==> config.mk <==
export PLATFORM = sky130hd
export DESIGN_NAME = cspc_top
export DESIGN_NICKNAME = d
export VERILOG_FILES = /design/src/hw/cspc_sync3.v /design/src/hw/cspc_dcnt.v /design/src/hw/cspc_top.v
export VERILOG_INCLUDE_DIRS = /design/src /design/src/hw
export SDC_FILE = /design/constraint.sdc
export NUM_CORES = 1
export LEC_CHECK = 0
export ABC_AREA = 1
export BUFFER_PORTS_ARGS = -buffer_cell sky130_fd_sc_hd__clkbuf_2
export CORE_ASPECT_RATIO = 0.8
export CORE_MARGIN = 2
export CORE_UTILIZATION = 59
export DETAILED_ROUTE_END_ITERATION = 8
export GPL_ROUTABILITY_DRIVEN = 0
export PLACE_DENSITY = 0.85
export SETUP_SLACK_MARGIN = 0.3
export SYNTH_ARGS = -nofsm -noshare
export SYNTH_HDL_FRONTEND = slang
export SYNTH_SLANG_ARGS = --single-unit
==> constraint.sdc <==
create_clock -name mclk -period 4.33 [get_ports mclk]
set_input_delay 0.433 -clock mclk [delete_from_list [all_inputs] [get_ports mclk]]
set_output_delay 0.433 -clock mclk [all_outputs]
set_load 0.01 [all_outputs]
==> src/hw/cspc_consts.vh <==
// Purpose: constants for the clock switch and power save controller
// Assumes: one clock (mclk, 50 MHz), register port with 2-bit index
// Notes: register index, field, source, enable and timing defines follow
`ifndef CSPC_CONSTS_VH
`define CSPC_CONSTS_VH

// Register indices
`define CSPC_REG_OSC      2'h0
`define CSPC_REG_PWR      2'h1

// Control register fields
`define CSPC_F_CURRENT_SOURCE_STATUS_HI    14
`define CSPC_F_CURRENT_SOURCE_STATUS_LO    12
`define CSPC_F_NEW_SOURCE_SELECT_HI    10
`define CSPC_F_NEW_SOURCE_SELECT_LO    8
`define CSPC_F_LOCK       5
`define CSPC_F_CF         3
`define CSPC_F_SOSCEN     1
`define CSPC_F_SWREQ      0

// Source codes
`define CSPC_SRC_FRC      3'h0
`define CSPC_SRC_FRCPLL   3'h1
`define CSPC_SRC_PRI      3'h2
`define CSPC_SRC_PRIPLL   3'h3
`define CSPC_SRC_SOSC     3'h4
`define CSPC_SRC_LOW_POWER_RC_OSC     3'h5

// Primary submodes
`define CSPC_SUB_EC       2'h0
`define CSPC_SUB_XT       2'h1
`define CSPC_SUB_HS       2'h2

// Oscillator enable bit positions
`define CSPC_EN_FRC       0
`define CSPC_EN_PRI       1
`define CSPC_EN_SOSC      2
`define CSPC_EN_LOW_POWER_RC_OSC      3
`define CSPC_EN_PLL       4

// Timing
`define CSPC_CLK_NS       20
`define CSPC_OST_CYC      1024
`define CSPC_HANDOVER_CYC 10
`define CSPC_RESUME_CYC   3

`endif

==> src/hw/cspc_sync3.v <==
// Purpose: three-stage input synchroniser with agreement filter
// Assumes: d comes from outside the mclk domain
// Notes: output changes only when stages two and three agree
`timescale 1ns/1ps
`default_nettype none
module cspc_sync3 (
  input  wire mclk,
  input  wire nrst,
  input  wire d,
  output reg  q_r
);
  reg s1_r;
  reg s2_r;
  reg s3_r;

  // Stage chain, first stage feeds only the second
  always @(posedge mclk or negedge nrst) begin
    if (!nrst) begin
      s1_r <= 1'b0;
      s2_r <= 1'b0;
      s3_r <= 1'b0;
      q_r  <= 1'b0;
    end else begin
      s1_r <= d;
      s2_r <= s1_r;
      s3_r <= s2_r;
      if (s2_r == s3_r) begin
        q_r <= s3_r;
      end
    end
  end
endmodule // cspc_sync3
`default_nettype wire

==> src/hw/cspc_dcnt.v <==
// Purpose: loadable down counter with zero flag
// Assumes: load has priority over decrement
// Notes: holds at zero
`timescale 1ns/1ps
`default_nettype none
module cspc_dcnt #(
  parameter W = 11
) (
  input  wire         mclk,
  input  wire         nrst,
  input  wire         load,
  input  wire [W-1:0] ld_val,
  input  wire         dec,
  output wire         zero
);
  reg [W-1:0] cnt_r;

  // Count down to zero
  always @(posedge mclk or negedge nrst) begin
    if (!nrst) begin
      cnt_r <= {W{1'b0}};
    end else if (load) begin
      cnt_r <= ld_val;
    end else if (dec && (cnt_r != {W{1'b0}})) begin
      cnt_r <= cnt_r - {{(W-1){1'b0}}, 1'b1};
    end
  end

  assign zero = (cnt_r == {W{1'b0}});
endmodule // cspc_dcnt
`default_nettype wire

==> src/hw/cspc_top.v <==
// Purpose: oscillator switching, fail-safe monitor and Sleep/Idle control
// Assumes: config inputs static after reset; oscillator clocks seen as pins
// Notes: registers over a plain strobe port, read data one cycle later
`timescale 1ns/1ps
`default_nettype none
`include "cspc_consts.vh"
module cspc_top #(
  parameter OST_CYC  = `CSPC_OST_CYC,
  parameter HAND_CYC = `CSPC_HANDOVER_CYC,
  parameter RES_CYC  = `CSPC_RESUME_CYC
) (
  input  wire        mclk,
  input  wire        nrst,
  input  wire [1:0]  reg_addr,
  input  wire [15:0] reg_wdata,
  input  wire [1:0]  reg_wbe,
  input  wire        reg_wr,
  input  wire        reg_rd,
  output reg  [15:0] reg_rdata,
  input  wire        unlock,
  input  wire        switch_monitor_cfg_bit,
  input  wire [2:0]  reset_source_cfg,
  input  wire [1:0]  primary_submode_cfg,
  input  wire        watchdog_en,
  input  wire        watchdog_timeout,
  input  wire        irq_wake,
  input  wire        ps_req,
  input  wire        ps_sleep,
  input  wire        pll_lock_pin,
  input  wire        target_clk_pin,
  input  wire        osc_fail_pin,
  output reg  [4:0]  osc_en_r,
  output reg  [2:0]  sys_src_r,
  output reg  [2:0]  target_src_r,
  output reg  [1:0]  primary_submode_r,
  output reg         sys_clk_en_r,
  output reg         cpu_clk_en_r,
  output reg         cpu_resume_r,
  output reg         watchdog_clr_r,
  output reg         clk_fail_trap_r
);
  // Switch states
  localparam [3:0] SW_IDLE  = 4'b0001;
  localparam [3:0] SW_CHECK = 4'b0010;
  localparam [3:0] SW_WAIT  = 4'b0100;
  localparam [3:0] SW_CNT   = 4'b1000;
  // Power states
  localparam [3:0] PS_RUN   = 4'b0001;
  localparam [3:0] PS_IDLE  = 4'b0010;
  localparam [3:0] PS_SLEEP = 4'b0100;
  localparam [3:0] PS_WAKE  = 4'b1000;

  localparam [10:0] OST_LD  = OST_CYC[10:0];
  localparam [3:0]  HAND_LD = HAND_CYC[3:0];
  localparam [2:0]  RES_LD  = RES_CYC[2:0];

  reg  [3:0] sw_st_r;
  reg  [3:0] sw_st_nxt;
  reg  [3:0] ps_st_r;
  reg  [3:0] ps_st_nxt;
  reg  [2:0] current_source_status_r;
  reg  [2:0] new_source_select_r;
  reg        swreq_r;
  reg        lock_r;
  reg        cf_r;
  reg        soscen_r;
  reg        unlk_r;
  reg        init_r;
  reg        tclk_d_r;
  reg        fail_d_r;
  reg        need_ost_r;
  wire       lock_s;
  wire       tclk_s;
  wire       fail_s;
  wire       ost_zero;
  wire       hand_zero;
  wire       res_zero;

  // Switching allowed only with the config bit programmed to 0
  wire sw_en    = ~switch_monitor_cfg_bit;
  // Monitor runs with switching enabled, never in Sleep
  wire fail_safe_monitor_on  = sw_en & (ps_st_r != PS_SLEEP);
  wire in_sleep = (ps_st_r == PS_SLEEP);
  wire wr_osc   = reg_wr & (reg_addr == `CSPC_REG_OSC) & unlk_r;
  wire wr_hi    = wr_osc & reg_wbe[1];
  wire wr_lo    = wr_osc & reg_wbe[0];
  wire tclk_rise = tclk_s & ~tclk_d_r;
  wire fail_ev  = fail_safe_monitor_on & fail_s & ~fail_d_r;
  wire start_sw = (sw_st_r == SW_CHECK) & (current_source_status_r != new_source_select_r);
  wire wake     = irq_wake | watchdog_timeout;

  // Oscillators each source needs
  function [4:0] src_need;
    input [2:0] s;
    begin
      src_need = 5'h00;
      case (s)
        `CSPC_SRC_FRCPLL: src_need = 5'h11;
        `CSPC_SRC_PRI:    src_need = 5'h02;
        `CSPC_SRC_PRIPLL: src_need = 5'h12;
        `CSPC_SRC_SOSC:   src_need = 5'h04;
        `CSPC_SRC_LOW_POWER_RC_OSC:   src_need = 5'h08;
        default:          src_need = 5'h01;
      endcase
    end
  endfunction

  function uses_pll;
    input [2:0] s;
    begin
      uses_pll = (s == `CSPC_SRC_FRCPLL) | (s == `CSPC_SRC_PRIPLL);
    end
  endfunction

  function is_pri;
    input [2:0] s;
    begin
      is_pri = (s == `CSPC_SRC_PRI) | (s == `CSPC_SRC_PRIPLL);
    end
  endfunction

  // Crystal submodes need the start-up timer, external clock does not
  wire xtal = (primary_submode_cfg == `CSPC_SUB_XT) |
              (primary_submode_cfg == `CSPC_SUB_HS);

  // Pin synchronisers
  cspc_sync3 u_sync_lock (
    .mclk (mclk),
    .nrst (nrst),
    .d    (pll_lock_pin),
    .q_r  (lock_s)
  );
  cspc_sync3 u_sync_tclk (
    .mclk (mclk),
    .nrst (nrst),
    .d    (target_clk_pin),
    .q_r  (tclk_s)
  );
  cspc_sync3 u_sync_fail (
    .mclk (mclk),
    .nrst (nrst),
    .d    (osc_fail_pin),
    .q_r  (fail_s)
  );

  // Oscillator start-up timer, loaded when a valid switch starts
  cspc_dcnt #(.W(11)) u_ost (
    .mclk   (mclk),
    .nrst   (nrst),
    .load   (start_sw),
    .ld_val (OST_LD),
    .dec    (sw_st_r == SW_WAIT),
    .zero   (ost_zero)
  );
  // Target clock cycles before changeover
  cspc_dcnt #(.W(4)) u_hand (
    .mclk   (mclk),
    .nrst   (nrst),
    .load   (sw_st_r != SW_CNT),
    .ld_val (HAND_LD),
    .dec    (tclk_rise),
    .zero   (hand_zero)
  );
  // Delay from wake to CPU resume
  cspc_dcnt #(.W(3)) u_res (
    .mclk   (mclk),
    .nrst   (nrst),
    .load   (ps_st_r != PS_WAKE),
    .ld_val (RES_LD),
    .dec    (1'b1),
    .zero   (res_zero)
  );

  // Target ready: start-up timer for crystal, lock for PLL
  wire ost_ok  = ~need_ost_r | ost_zero;
  wire pll_ok  = ~uses_pll(new_source_select_r) | lock_s;
  wire tgt_rdy = ost_ok & pll_ok;

  // Switch sequencer next state
  always @* begin
    sw_st_nxt = sw_st_r;
    case (sw_st_r)
      SW_IDLE: begin
        if (swreq_r && sw_en) begin
          sw_st_nxt = SW_CHECK;
        end
      end
      SW_CHECK: begin
        if (current_source_status_r == new_source_select_r) begin
          sw_st_nxt = SW_IDLE;
        end else begin
          sw_st_nxt = SW_WAIT;
        end
      end
      SW_WAIT: begin
        if (tgt_rdy) begin
          sw_st_nxt = SW_CNT;
        end
      end
      SW_CNT: begin
        if (hand_zero) begin
          sw_st_nxt = SW_IDLE;
        end
      end
      default: sw_st_nxt = SW_IDLE;
    endcase
    if (fail_ev) begin
      sw_st_nxt = SW_IDLE;
    end
  end

  // Power-save next state
  always @* begin
    ps_st_nxt = ps_st_r;
    case (ps_st_r)
      PS_RUN: begin
        if (ps_req) begin
          ps_st_nxt = ps_sleep ? PS_SLEEP : PS_IDLE;
        end
      end
      PS_IDLE: begin
        if (wake) begin
          ps_st_nxt = PS_WAKE;
        end
      end
      PS_SLEEP: begin
        if (wake) begin
          ps_st_nxt = PS_WAKE;
        end
      end
      PS_WAKE: begin
        if (res_zero) begin
          ps_st_nxt = PS_RUN;
        end
      end
      default: ps_st_nxt = PS_RUN;
    endcase
  end

  // State registers and edge history
  always @(posedge mclk or negedge nrst) begin
    if (!nrst) begin
      sw_st_r  <= SW_IDLE;
      ps_st_r  <= PS_RUN;
      tclk_d_r <= 1'b0;
      fail_d_r <= 1'b0;
    end else begin
      sw_st_r  <= sw_st_nxt;
      ps_st_r  <= ps_st_nxt;
      tclk_d_r <= tclk_s;
      fail_d_r <= fail_s;
    end
  end

  // Unlock arms exactly one control register write
  always @(posedge mclk or negedge nrst) begin
    if (!nrst) begin
      unlk_r <= 1'b0;
    end else if (unlock) begin
      unlk_r <= 1'b1;
    end else if (reg_wr && (reg_addr == `CSPC_REG_OSC)) begin
      unlk_r <= 1'b0;
    end
  end

  // Source fields, request, fail flag
  always @(posedge mclk or negedge nrst) begin
    if (!nrst) begin
      init_r     <= 1'b1;
      current_source_status_r     <= `CSPC_SRC_FRC;
      new_source_select_r     <= `CSPC_SRC_FRC;
      swreq_r    <= 1'b0;
      cf_r       <= 1'b0;
      soscen_r   <= 1'b0;
      need_ost_r <= 1'b0;
    end else begin
      init_r <= 1'b0;
      // Reset-time source caught after release
      if (init_r || !sw_en) begin
        current_source_status_r <= reset_source_cfg;
      end
      if (init_r) begin
        new_source_select_r <= reset_source_cfg;
      end else if (wr_hi) begin
        new_source_select_r <= reg_wdata[`CSPC_F_NEW_SOURCE_SELECT_HI:`CSPC_F_NEW_SOURCE_SELECT_LO];
      end
      if (wr_lo) begin
        soscen_r <= reg_wdata[`CSPC_F_SOSCEN];
      end
      // Request bit: ignored and zero while switching is off
      if (!sw_en) begin
        swreq_r <= 1'b0;
      end else if (fail_ev) begin
        swreq_r <= 1'b0;
      end else if (sw_st_r == SW_CHECK && current_source_status_r == new_source_select_r) begin
        swreq_r <= 1'b0;
      end else if (sw_st_r == SW_CNT && hand_zero) begin
        swreq_r <= 1'b0;
        current_source_status_r  <= new_source_select_r;
      end else if (wr_lo && reg_wdata[`CSPC_F_SWREQ]) begin
        swreq_r <= 1'b1;
      end
      // Crystal start needed only if primary not yet running
      if (start_sw) begin
        need_ost_r <= is_pri(new_source_select_r) & xtal & ~osc_en_r[`CSPC_EN_PRI];
      end
      // Monitor fallback keeps PLL factor when PLL was in use
      if (fail_ev) begin
        current_source_status_r <= uses_pll(current_source_status_r) ? `CSPC_SRC_FRCPLL : `CSPC_SRC_FRC;
      end
      // Fail flag: failure beats clear
      if (fail_ev) begin
        cf_r <= 1'b1;
      end else if (start_sw) begin
        cf_r <= 1'b0;
      end else if (wr_lo && !reg_wdata[`CSPC_F_CF]) begin
        cf_r <= 1'b0;
      end
    end
  end

  // Oscillator enables for current, target and kept-alive sources
  wire switching = (sw_st_r == SW_WAIT) | (sw_st_r == SW_CNT);
  wire [4:0] run_need = src_need(current_source_status_r) | (switching ? src_need(new_source_select_r) : 5'h00);
  wire keep_low_power_rc_osc = in_sleep ? watchdog_en : (watchdog_en | fail_safe_monitor_on);
  wire [4:0] keep = {1'b0, keep_low_power_rc_osc, soscen_r, 2'b00};
  wire [4:0] en_nxt = (in_sleep ? 5'h00 : run_need) | keep;

  // Output and status registers
  always @(posedge mclk or negedge nrst) begin
    if (!nrst) begin
      osc_en_r          <= 5'h01;
      sys_src_r         <= `CSPC_SRC_FRC;
      target_src_r      <= `CSPC_SRC_FRC;
      primary_submode_r <= `CSPC_SUB_EC;
      sys_clk_en_r      <= 1'b1;
      cpu_clk_en_r      <= 1'b1;
      cpu_resume_r      <= 1'b0;
      watchdog_clr_r    <= 1'b0;
      clk_fail_trap_r   <= 1'b0;
      lock_r            <= 1'b0;
    end else begin
      osc_en_r          <= en_nxt;
      sys_src_r         <= current_source_status_r;
      target_src_r      <= new_source_select_r;
      primary_submode_r <= primary_submode_cfg;
      // Sleep gates the system clock, Idle only the CPU
      sys_clk_en_r      <= (ps_st_nxt != PS_SLEEP);
      cpu_clk_en_r      <= (ps_st_nxt == PS_RUN);
      cpu_resume_r      <= (ps_st_r == PS_WAKE) & res_zero;
      watchdog_clr_r    <= (ps_st_r == PS_RUN) & ps_req & watchdog_en;
      clk_fail_trap_r   <= fail_ev;
      if (start_sw) begin
        lock_r <= 1'b0;
      end else begin
        lock_r <= en_nxt[`CSPC_EN_PLL] & osc_en_r[`CSPC_EN_PLL] & lock_s;
      end
    end
  end

  // Power and switch status word
  wire [15:0] pwr_stat = {11'h000, fail_safe_monitor_on, switching | (sw_st_r == SW_CHECK),
                          ps_st_r == PS_WAKE, ps_st_r == PS_IDLE, in_sleep};

  // Read data one cycle after the strobe, zero elsewhere
  always @(posedge mclk or negedge nrst) begin
    if (!nrst) begin
      reg_rdata <= 16'h0000;
    end else if (reg_rd) begin
      case (reg_addr)
        `CSPC_REG_OSC: reg_rdata <= {1'b0, current_source_status_r, 1'b0, new_source_select_r, 2'b00, lock_r,
                                     1'b0, cf_r, 1'b0, soscen_r, swreq_r & sw_en};
        `CSPC_REG_PWR: reg_rdata <= pwr_stat;
        default:       reg_rdata <= 16'h0000;
      endcase
    end else begin
      reg_rdata <= 16'h0000;
    end
  end
endmodule // cspc_top
`default_nettype wire

==> results of run 1 <==
-- worst reg2reg max path: cells and delay by family (launching register included) --
kind                     cells  cell delay, ns
AND/OR/NAND/NOR              2            0.44
flip-flops                   1            0.43
adder cells (fa/ha/maj)      1            0.30
buffers and inverters        1            0.22
AO/OA/AOI/OAI                1            0.20
-- cell usage in the layout, fill, tap and decap left out, drive strengths merged, types with 2 or more instances in the layout --
cell type and instances:
ha 7, xnor2 4, xor2 2, o22ai 3
maj3 3, inv 59, nor2 51, mux2i 2
a21oi 11, o21bai 4, dfstp 6, nand2 60
nor3 3, clkinv 2, dfrtp 77, nand4 7
o221ai 2, o21ai 29, clkbuf 66, nand3b 3
conb 5, nand3 39
-- worst max-delay path by stage --
| stage | cells past startpoint | slack (ns) | to |
|---|---|---|---|
| 2_1_floorplan | 8 | 2.94 | u_ost.cnt_r[8] |
| 4_1_cts | 8 | 2.67 | u_ost.cnt_r[8] |
| 3_5_place_dp | 8 | 2.72 | u_ost.cnt_r[8] |
| 6_report | 5 | 2.66 | osc_en_r[3] |
| 3_3_place_gp | 8 | 2.78 | u_ost.cnt_r[8] |
| 5_1_grt | 8 | 2.49 | u_ost.cnt_r[8] |
-- sequential cells by signal, indices dropped and copies added (netlist names), 2 cells and up --
register and count:
osc_en_r 5, sw_st_r 4, new_source_select_r 3, current_source_status_r 3, u_ost.cnt_r 11, ps_st_r 4, primary_submode_r 2, sys_src_r 3
u_hand.cnt_r 4, u_res.cnt_r 3, target_src_r 3, reg_rdata 12
-- where the power goes --
group	total (uW)	internal, uW	switching, uW
clock	575	276	299
combinational	747	264	483
sequential	1010	913	93.8
total	2330	1450	876
-- metal layers --
metal  GRT usage [%]  vias up  part of all wire [%]
met4            8.62        0                   1.8
met5               0        -                     0
met3            7.50       15                   6.3
met1            30.6     1397                    42
li1                -     1375                     -
met2            40.4       97                    50
-- Yosys cell counts, drive strengths merged --
library cell	number	area [um2]
o21bai	4	33.8
a21o	1	7.51
xor2	2	17.5
a22oi	1	7.51
o22ai	3	18.8
buf	6	56.3
nand3	39	223
o21ai	29	145
o31ai	1	12.5
nor3	3	15.0
dfrtp	77	1930
maj3	3	30.0
o221ai	2	17.5
o21a	1	7.51
nand4	7	43.8
nor4	1	6.26
inv	55	209
nand3b	3	22.5
conb	1	3.75
xnor2	4	35.0
mux2	1	11.3
nor2	51	211
a31oi	1	6.26
mux2i	2	20.0
nand2	60	255
a21oi	11	66.3
dfstp	6	158
ha	7	87.6
a32oi	1	8.76
-- cell families (layout without fill, tap and decap cells) --
group	after synthesis	after routing	synth area share [%]
multiplexers	3	3	0.854
adder cells (fa/ha/maj)	10	10	3.21
other	1	5	0.102
buffers and inverters	61	129	7.24
flip-flops	83	83	56.9
AND/OR/NAND/NOR	164	164	21.2
AO/OA/AOI/OAI	55	55	9.05
XOR/XNOR	6	6	1.43
-- through the flow --
| stage | util, % | cells | total power, uW |
|---|---|---|---|
| floorplan | - | 387 | 1560 |
| global placement | 67.6 | 520 | 1700 |
| detailed placement | 67.6 | 520 | 1750 |
| CTS | 71.0 | 536 | 2330 |
| global route | 71.0 | 536 | 2480 |
| finish | 71.0 | 536 | 2330 |
-- final cells by class --
class / instances / area (um2) / area share (%)
flip-flops and latches: 83 / 2080 / 49.4
well taps: 81 / 101 / 2.40
clock buffers: 9 / 124 / 2.93
repair buffers: 58 / 293 / 6.94
clock inverters: 7 / 81.3 / 1.93
multi-input cells: 243 / 1330 / 31.5
inverters: 55 / 209 / 4.95
==> results.md, run 1 <==
- H-tree levels: 3
- Post-Syn Area per Cell: 9.57 um2
- Max Buffers Root-to-Sink: 2
- Final setup slack of the worst path: 2.66 ns
- Post-synth cell types: 42
- CTS Hold Buffers Added: 0
- Residual DRC count: 0
- Maximum operating frequency: 600 MHz
- Worst-path cell with the longest stage delay: sky130_fd_sc_hd__dfrtp_1
- Peak supply drop: 0.327 mV
- Pin count of the biggest net entering global routing: 84
- Overall fraction of global-route tracks in use: 24.2%
- Count of final max-slew check failures: 0
- Drt total wl: 7580 um
- Initial Utilization: 61.6%
- Buffer cell driving the clock tree root: sky130_fd_sc_hd__clkbuf_8
- Buffers added on ports: 58
- Count of endpoints failing setup in the final report: 0
- Power per standard cell area: 552 nW/um2
- Clock latency of the later-clocked register in the worst-skew pair: 0.36 ns
- Layout Nets: 496
- Launch point of the critical path: current_source_status_r[2]
- Number of instances in the synthesized netlist: 383
- Measured slew at the worst slew-check pin: 0.983 ns
- Post-detailed-placement half-perimeter wirelength: 5320 um
- Endpoint, Worst Hold: u_sync_lock.s1_r
- Crit path buf inv count: 1
- End of the worst register-to-register path: osc_en_r[3]
- Launching element type of the critical path: flip-flop
- Number of routed nets with antenna violations: 0
- Cells resized by post-CTS repair: 0
- Wire length per cell after detailed routing: 14.1 um
- Portion of the post-synthesis area used by sequential elements: 56.9%
- Critical setup path kind: flip-flop to flip-flop
- MaxCap Viol Count: 0
- Data required time of the critical path: 4.63 ns
- Yosys reg bits: 83
- Antenna cells: 0
- Run status: finished, final reports clean
- Via count of the first global-routing pass: 2834
- Leakage power: 0.00222 uW
- Floorplan die area: 6860 um2
- Critical Path, Cell by Cell: inv_1, ha_1, nor4_1, o21ai_0, nand3_1
- Hold path start: pll_lock_pin
- Clk pin slew, worst setup/hold paths: 0.09 ns
- Final standard cell area without fillers: 4220 um2
- Slowest cell delay on critical path: 0.43 ns
- Final-layout worst hold slack: 0.169 ns
- Type of element capturing the critical path: flip-flop
- Die boundary width: 92.1 um
- Core footprint: 5940 um2
- Worst r2r src: current_source_status_r[2]
- Post-CTS setup-driven buffer insertion count: 0
- Initial antenna violation count: 0
- CP delay by family, top: simple AND/OR/NAND/NOR gates
- Unrepaired setup endpoints after global routing: no
- Period Utilization, post-route: 38.5%
- Post-synthesis instance area: 3660 um2
- Filler cells: 433
- Setup TNS: 0 ns
- Wire length of the first global-routing pass: 12800 um
- Worst hold path cell count: 1
- Relative slew slack: 34.4%
- Syn-to-layout area delta: 15.2%
- Number of design-rule violations left by the first detailed-router iteration: 160
- Fraction of final layout cells with drive strength greater than 1: 22.9%
- Post-place instance area: 4020 um2
- Largest fanout of any net on the critical path: 7
- Detailed-route via count: 2884
- Pre-CTS WS: 2.72 ns
- Endpoint arrival time on the critical path: 1.97 ns
- Total I/O pin count: 73
- Worst r2r path cells: 5
- CTS tree: done
- Placement Rows: 25
- Number of sinks on the clock net: 83
- Warnings, synthesis: 0
- Worst-case clock skew: 0.0130 ns
- Router iterations before antenna repair: 5
- Setup slack of the most critical reg-to-reg path: 2.66 ns
- Path type of the worst min-delay path: input pin to flip-flop
- Remaining Overflow, GRT: 0
- Number of CTS-inserted buffers: 9
- Tmin final: 1.67 ns
- Die span in y: 74.5 um
- Via density per instance: 5.38
- Total count of hold-check failures in the final report: 0
No activity file was read; power rests on OpenSTA's default activity.
==> run 2, diff against run 1 <==
--- a/config.mk
+++ b/config.mk
@@ -10,10 +10,10 @@
 export BUFFER_PORTS_ARGS = -buffer_cell sky130_fd_sc_hd__clkbuf_2
 export CORE_ASPECT_RATIO = 0.8
 export CORE_MARGIN = 2
-export CORE_UTILIZATION = 59
+export CORE_UTILIZATION = 49
 export DETAILED_ROUTE_END_ITERATION = 8
 export GPL_ROUTABILITY_DRIVEN = 0
-export PLACE_DENSITY = 0.85
+export PLACE_DENSITY = 0.75
 export SETUP_SLACK_MARGIN = 0.3
 export SYNTH_ARGS = -nofsm -noshare
 export SYNTH_HDL_FRONTEND = slang
==> constraint.sdc (replaced) <==
create_clock -name mclk -period 1.38 [get_ports mclk]
set_input_delay 0.138 -clock mclk [delete_from_list [all_inputs] [get_ports mclk]]
set_output_delay 0.138 -clock mclk [all_outputs]
set_load 0.01 [all_outputs]
==> results.md, run 2 (synthesized netlist as in run 1, its figures left out) <==
- Filler cells: 417
- Period Utilization, post-route: 112%
- Unrepaired setup endpoints after global routing: yes
- Final standard cell area without fillers: 5510 um2
- Initial antenna violation count: 0
- Utilization after layout: 75.2%
- Met3 track demand over resource in global routing: 5.59%
- Clock latency of the later-clocked register in the worst-skew pair: 0.37 ns
- Leading cell type in the layout, fill and taps excluded: sky130_fd_sc_hd__dfrtp_1
- CP delay by family, top: flip-flops
- Largest fanout of any net on the critical path: 3
- Wire length of the first global-routing pass: 15000 um
- Tmin final: 1.55 ns
- Hold path start: watchdog_en
- Power per standard cell area: 1630 nW/um2
- Number of CTS-inserted buffers: 9
- Peak supply drop: 0.901 mV
- Critical Path, Cell by Cell: inv_2, nand4_1, buf_4, nand2_1, o21ai_1, nor2_1, o21bai_1
- Overall fraction of global-route tracks in use: 24.1%
- Floorplan die area: 8190 um2
- Run status: finished with violations
- Detailed-route via count: 3494
- Max Buffers Root-to-Sink: 2
- Via count of the first global-routing pass: 3188
- Clk pin slew, worst setup/hold paths: 0.09 ns
- Number of routed nets with antenna violations: 0
- Setup slack of the most critical reg-to-reg path: -0.17 ns
- Worst-case clock skew: 0.0108 ns
- Layer with the highest usage: met2
- GR Layer Usage met2: 42.5%
- Path type of the worst min-delay path: input pin to flip-flop
- Total I/O pin count: 73
- Launching element type of the critical path: flip-flop
- Leading registers by flop count: reg_rdata (12), u_ost.cnt_r (11), osc_en_r (5)
- Syn-to-layout area delta: 50.3%
- Leakage power: 0.00267 uW
- Endpoint arrival time on the critical path: 1.83 ns
- End of the worst register-to-register path: sw_st_r[0]
- Number of sinks on the clock net: 83
- H-tree levels: 3
- Worst hold path cell count: 3
- Total count of hold-check failures in the final report: 0
- Drt total wl: 11700 um
- Worst-path cell with the longest stage delay: sky130_fd_sc_hd__dfstp_2
- Maximum operating frequency: 646 MHz
- Buffer cell driving the clock tree root: sky130_fd_sc_hd__clkbuf_8
- Count of final max-slew check failures: 0
- Crit path buf inv count: 2
- Die span in y: 81.3 um
- CTS tree: done
- Worst r2r src: sw_st_r[0]
- Core footprint: 7320 um2
- Post-place instance area: 4330 um2
- Endpoint, Worst Hold: osc_en_r[3]
- Type of element capturing the critical path: flip-flop
- Wire length per cell after detailed routing: 19.0 um
- Count of endpoints failing setup in the final report: 21
- Placement Rows: 28
- Initial Utilization: 50.0%
- Post-detailed-placement half-perimeter wirelength: 6010 um
- Number of design-rule violations left by the first detailed-router iteration: 332
- Router iterations before antenna repair: 5
- Residual DRC count: 0
- MaxCap Viol Count: 0
- Final setup slack of the worst path: -0.169 ns
- Buffers added on ports: 58
- Layout Nets: 568
- Violated checks: setup timing
- Data required time of the critical path: 1.66 ns
- Fraction of final layout cells with drive strength greater than 1: 51.2%
- Remaining Overflow, GRT: 0
- Critical setup path kind: flip-flop to flip-flop
- Register containing the most flip-flops in the final layout: reg_rdata
- Slowest cell delay on critical path: 0.60 ns
- Largest register FFs: 12
- Launch point of the critical path: sw_st_r[0]
- Pin count of the biggest net entering global routing: 31
- Via density per instance: 5.66
- Antenna cells: 0
- Met1 demand-to-capacity share in global routing: 28.9%
- Highest-count cells in the layout ignoring fill and taps: 76 x sky130_fd_sc_hd__dfrtp_1, 54 x sky130_fd_sc_hd__clkbuf_2, 40 x sky130_fd_sc_hd__buf_4
- Die boundary width: 101 um
- Worst r2r path cells: 7
==> run 2: cell type report <==
cell class / instances / area, um2 / area share, %
Clock inverter: 6 / 96.3 / 1.75
Timing Repair Buffer: 129 / 963 / 17.5
Clock buffer: 10 / 128 / 2.32
Inverter: 55 / 231 / 4.20
Tap cell: 90 / 113 / 2.04
Sequential cell: 83 / 2090 / 37.9
Multi-Input combinational cell: 244 / 1890 / 34.3
==> run 2: routing by layer <==
metal | routed length, um | vias up
li1 | - | 1521
met1 | 4410 | 1704
met4 | 603 | 0
met2 | 5840 | 206
met5 | 0 | -
met3 | 891 | 63
==> run 2: metrics by stage <==
step	hold WS [ns]	worst slack, ns	total power, uW	setup TNS, ns	std cells
2_1_floorplan	-0.158	0.109	5020	0	387
3_3_place_gp	0.0998	0.0467	5660	0	551
3_5_place_dp	0.0985	0.00362	5770	0	551
4_1_cts	0.0121	0.00914	8130	0	596
5_1_grt	0.0281	-0.183	9460	-1.87	617
6_report	0.00878	-0.169	8980	-0.810	617
==> run 2: worst max-delay path by stage <==
| stage | to | depth (start not counted) |
|---|---|---|
| final | sw_st_r[0] | 7 |
| after detailed placement | sw_st_r[0] | 8 |
| after CTS | u_ost.cnt_r[4] | 10 |
| after global placement | sw_st_r[0] | 8 |
| after floorplan | u_ost.cnt_r[2] | 10 |
| after global routing | sw_st_r[0] | 7 |
==> run 2: worst register-to-register path: cells and delay by family, from the launching register on <==
kind,cells,cell delay (ns)
flip-flops,1,0.60
AO/OA/AOI/OAI,2,0.39
AND/OR/NAND/NOR,3,0.28
buffers and inverters,2,0.20
==> run 2: timing repair <==
action	in CTS	in global routing
hold endpoints to repair	32	0
endpoints found under the setup margin	49	54
gates cloned	0	1
resized for setup	54	97
buffers inserted	21	20
hold buffers	8	0
pin swaps	21	28
==> run 2: power breakdown <==
| group | internal, uW | switching, uW |
|---|---|---|
| Clock | 1050 | 967 |
| Sequential | 2870 | 360 |
| Combinational | 1600 | 2140 |
| Total | 5510 | 3470 |
==> run 3, diff against run 2 <==
==> constraint.sdc (replaced) <==
create_clock -name mclk -period 1.38 [get_ports mclk]
set_input_delay 0.207 -clock mclk [delete_from_list [all_inputs] [get_ports mclk]]
set_output_delay 0.207 -clock mclk [all_outputs]
set_load 0.01 [all_outputs]
==> results.md, run 3 (synthesized netlist as in run 1, its figures left out) <==
- Worst-path cell with the longest stage delay: sky130_fd_sc_hd__dfstp_2
- Register containing the most flip-flops in the final layout: reg_rdata
- Number of sinks on the clock net: 83
- Peak supply drop: 0.883 mV
- Data required time of the critical path: 1.65 ns
- Syn-to-layout area delta: 47.0%
- Initial Utilization: 50.0%
- Overall fraction of global-route tracks in use: 22.4%
- Die boundary width: 101 um
- Number of CTS-inserted buffers: 9
- Die span in y: 81.3 um
- Drt total wl: 10800 um
- Worst-case clock skew: 0.0103 ns
- Largest register FFs: 12
- Count of final max-slew check failures: 0
- Slowest cell delay on critical path: 0.59 ns
- Detailed-route via count: 3359
- Post-detailed-placement half-perimeter wirelength: 5890 um
- Buffers added on ports: 58
- Floorplan die area: 8190 um2
- Met3 track demand over resource in global routing: 5.25%
- Remaining Overflow, GRT: 0
- GR Layer Usage met2: 37.7%
- MaxCap Viol Count: 0
- Highest-count cells in the layout ignoring fill and taps: 75 x sky130_fd_sc_hd__dfrtp_1, 45 x sky130_fd_sc_hd__buf_4, 37 x sky130_fd_sc_hd__nand2_1
- Fraction of final layout cells with drive strength greater than 1: 50.2%
- Critical setup path kind: flip-flop to flip-flop
- Endpoint arrival time on the critical path: 1.73 ns
- Maximum operating frequency: 684 MHz
- Layer with the highest usage: met2
- Critical Path, Cell by Cell: nor2_4, nand3_4, nand3_4, nand2_2, inv_1, nand2_2, nand2_1, o21bai_1
- Number of routed nets with antenna violations: 0
- Residual DRC count: 0
- Total count of hold-check failures in the final report: 0
- Unrepaired setup endpoints after global routing: yes
- Number of design-rule violations left by the first detailed-router iteration: 358
- Via density per instance: 5.45
- Crit path buf inv count: 1
- Leading cell type in the layout, fill and taps excluded: sky130_fd_sc_hd__dfrtp_1
- Pin count of the biggest net entering global routing: 34
- Count of endpoints failing setup in the final report: 14
- Core footprint: 7320 um2
- Launching element type of the critical path: flip-flop
- CP delay by family, top: flip-flops
- Buffer cell driving the clock tree root: sky130_fd_sc_hd__clkbuf_8
- Via count of the first global-routing pass: 3058
- H-tree levels: 3
- Type of element capturing the critical path: flip-flop
- Final-layout worst hold slack: 0.0115 ns
- Path type of the worst min-delay path: input pin to flip-flop
- Total power: 8680 uW
- Met1 demand-to-capacity share in global routing: 28.6%
- Wire length of the first global-routing pass: 14100 um
- Final setup slack of the worst path: -0.0813 ns
- Layout Nets: 567
- Power per standard cell area: 1610 nW/um2
- Leakage power: 0.00266 uW
- Wire length per cell after detailed routing: 17.5 um
- Antenna cells: 0
- Total I/O pin count: 73
- Clk pin slew, worst setup/hold paths: 0.09 ns
- Leading registers by flop count: reg_rdata (12), u_ost.cnt_r (11), osc_en_r (5)
- Largest fanout of any net on the critical path: 6
- Router iterations before antenna repair: 5
- CTS tree: done
- Tmin final: 1.46 ns
- Initial antenna violation count: 0
- Period Utilization, post-route: 106%
- Run status: finished with violations
- Clock latency of the later-clocked register in the worst-skew pair: 0.35 ns
- Violated checks: setup timing
- Max Buffers Root-to-Sink: 2
- Placement Rows: 28
run 3: where the power goes:
part | leakage, uW | internal [uW] | switching [uW]
clock | 0.000104 | 850 | 949
sequential | 0.00102 | 2870 | 343
combinational | 0.00153 | 1560 | 2100
run 3: layout make-up:
| class | count | area (um2) |
|---|---|---|
| sequential | 83 | 2090 |
| fill | 445 | 1940 |
| multi-input combinational | 244 | 1800 |
| timing repair buffer | 127 | 957 |
| inverter | 55 | 223 |
| clock buffer | 9 | 124 |
| tap | 90 | 113 |
| clock inverter | 7 | 75.1 |
| timing repair inverter | 1 | 3.75 |
run 3: through the flow:
| step | area (um2) | cells | worst slack, ns | util, % | setup TNS, ns |
|---|---|---|---|---|---|
| 2_1_floorplan | 3800 | 387 | 0.109 | - | 0 |
| 3_3_place_gp | 4320 | 548 | 0.0365 | 59.0 | 0 |
| 3_5_place_dp | 4320 | 548 | -0.00158 | 59.0 | -0.00158 |
| 4_1_cts | 4890 | 588 | 0.00586 | 66.8 | 0 |
| 5_1_grt | 5390 | 616 | -0.160 | 73.5 | -1.82 |
| 6_report | 5390 | 616 | -0.0813 | 73.5 | -0.537 |
run 3: layer usage:
metal / vias up / wire, um
met1: 1629 / 4190
li1: 1513 / -
met2: 171 / 5440
met5: - / 0
met3: 46 / 732
met4: 0 / 421
run 3: what timing repair did:
| action | CTS | global route |
|---|---|---|
| hold buffers | 6 | 0 |
| resized for setup | 52 | 98 |
| setup buffers | 17 | 27 |
| hold endpoints to repair | 24 | 0 |
| pin swaps | 18 | 35 |
| endpoints found under the setup margin | 53 | 78 |
| gates cloned | 1 | 1 |
run 3: final timing paths:
path	slack [ns]	cells after the start	end	from
setup / recovery	-0.08	8	sw_st_r[0]	ps_st_r[0]
hold / removal	0.01	2	sys_clk_en_r	ps_sleep
setup reg to reg	-0.08	8	sw_st_r[0]	ps_st_r[0]
hold reg to reg	0.36	0	u_sync_lock.s2_r	u_sync_lock.s1_r
max in group asynchronous	0.51	3	ps_st_r[0]	nrst
min in group asynchronous	0.32	2	u_hand.cnt_r[1]	nrst
run 3: worst reg2reg max path, stage by stage, from the launching register on:
cell and delay (ns):
sky130_fd_sc_hd__dfstp_2 0.59, sky130_fd_sc_hd__nor2_4 0.05, sky130_fd_sc_hd__nand3_4 0.09, sky130_fd_sc_hd__nand3_4 0.14, sky130_fd_sc_hd__nand2_2 0.11, sky130_fd_sc_hd__inv_1 0.05, sky130_fd_sc_hd__nand2_2 0.10, sky130_fd_sc_hd__nand2_1 0.07
sky130_fd_sc_hd__o21bai_1 0.19
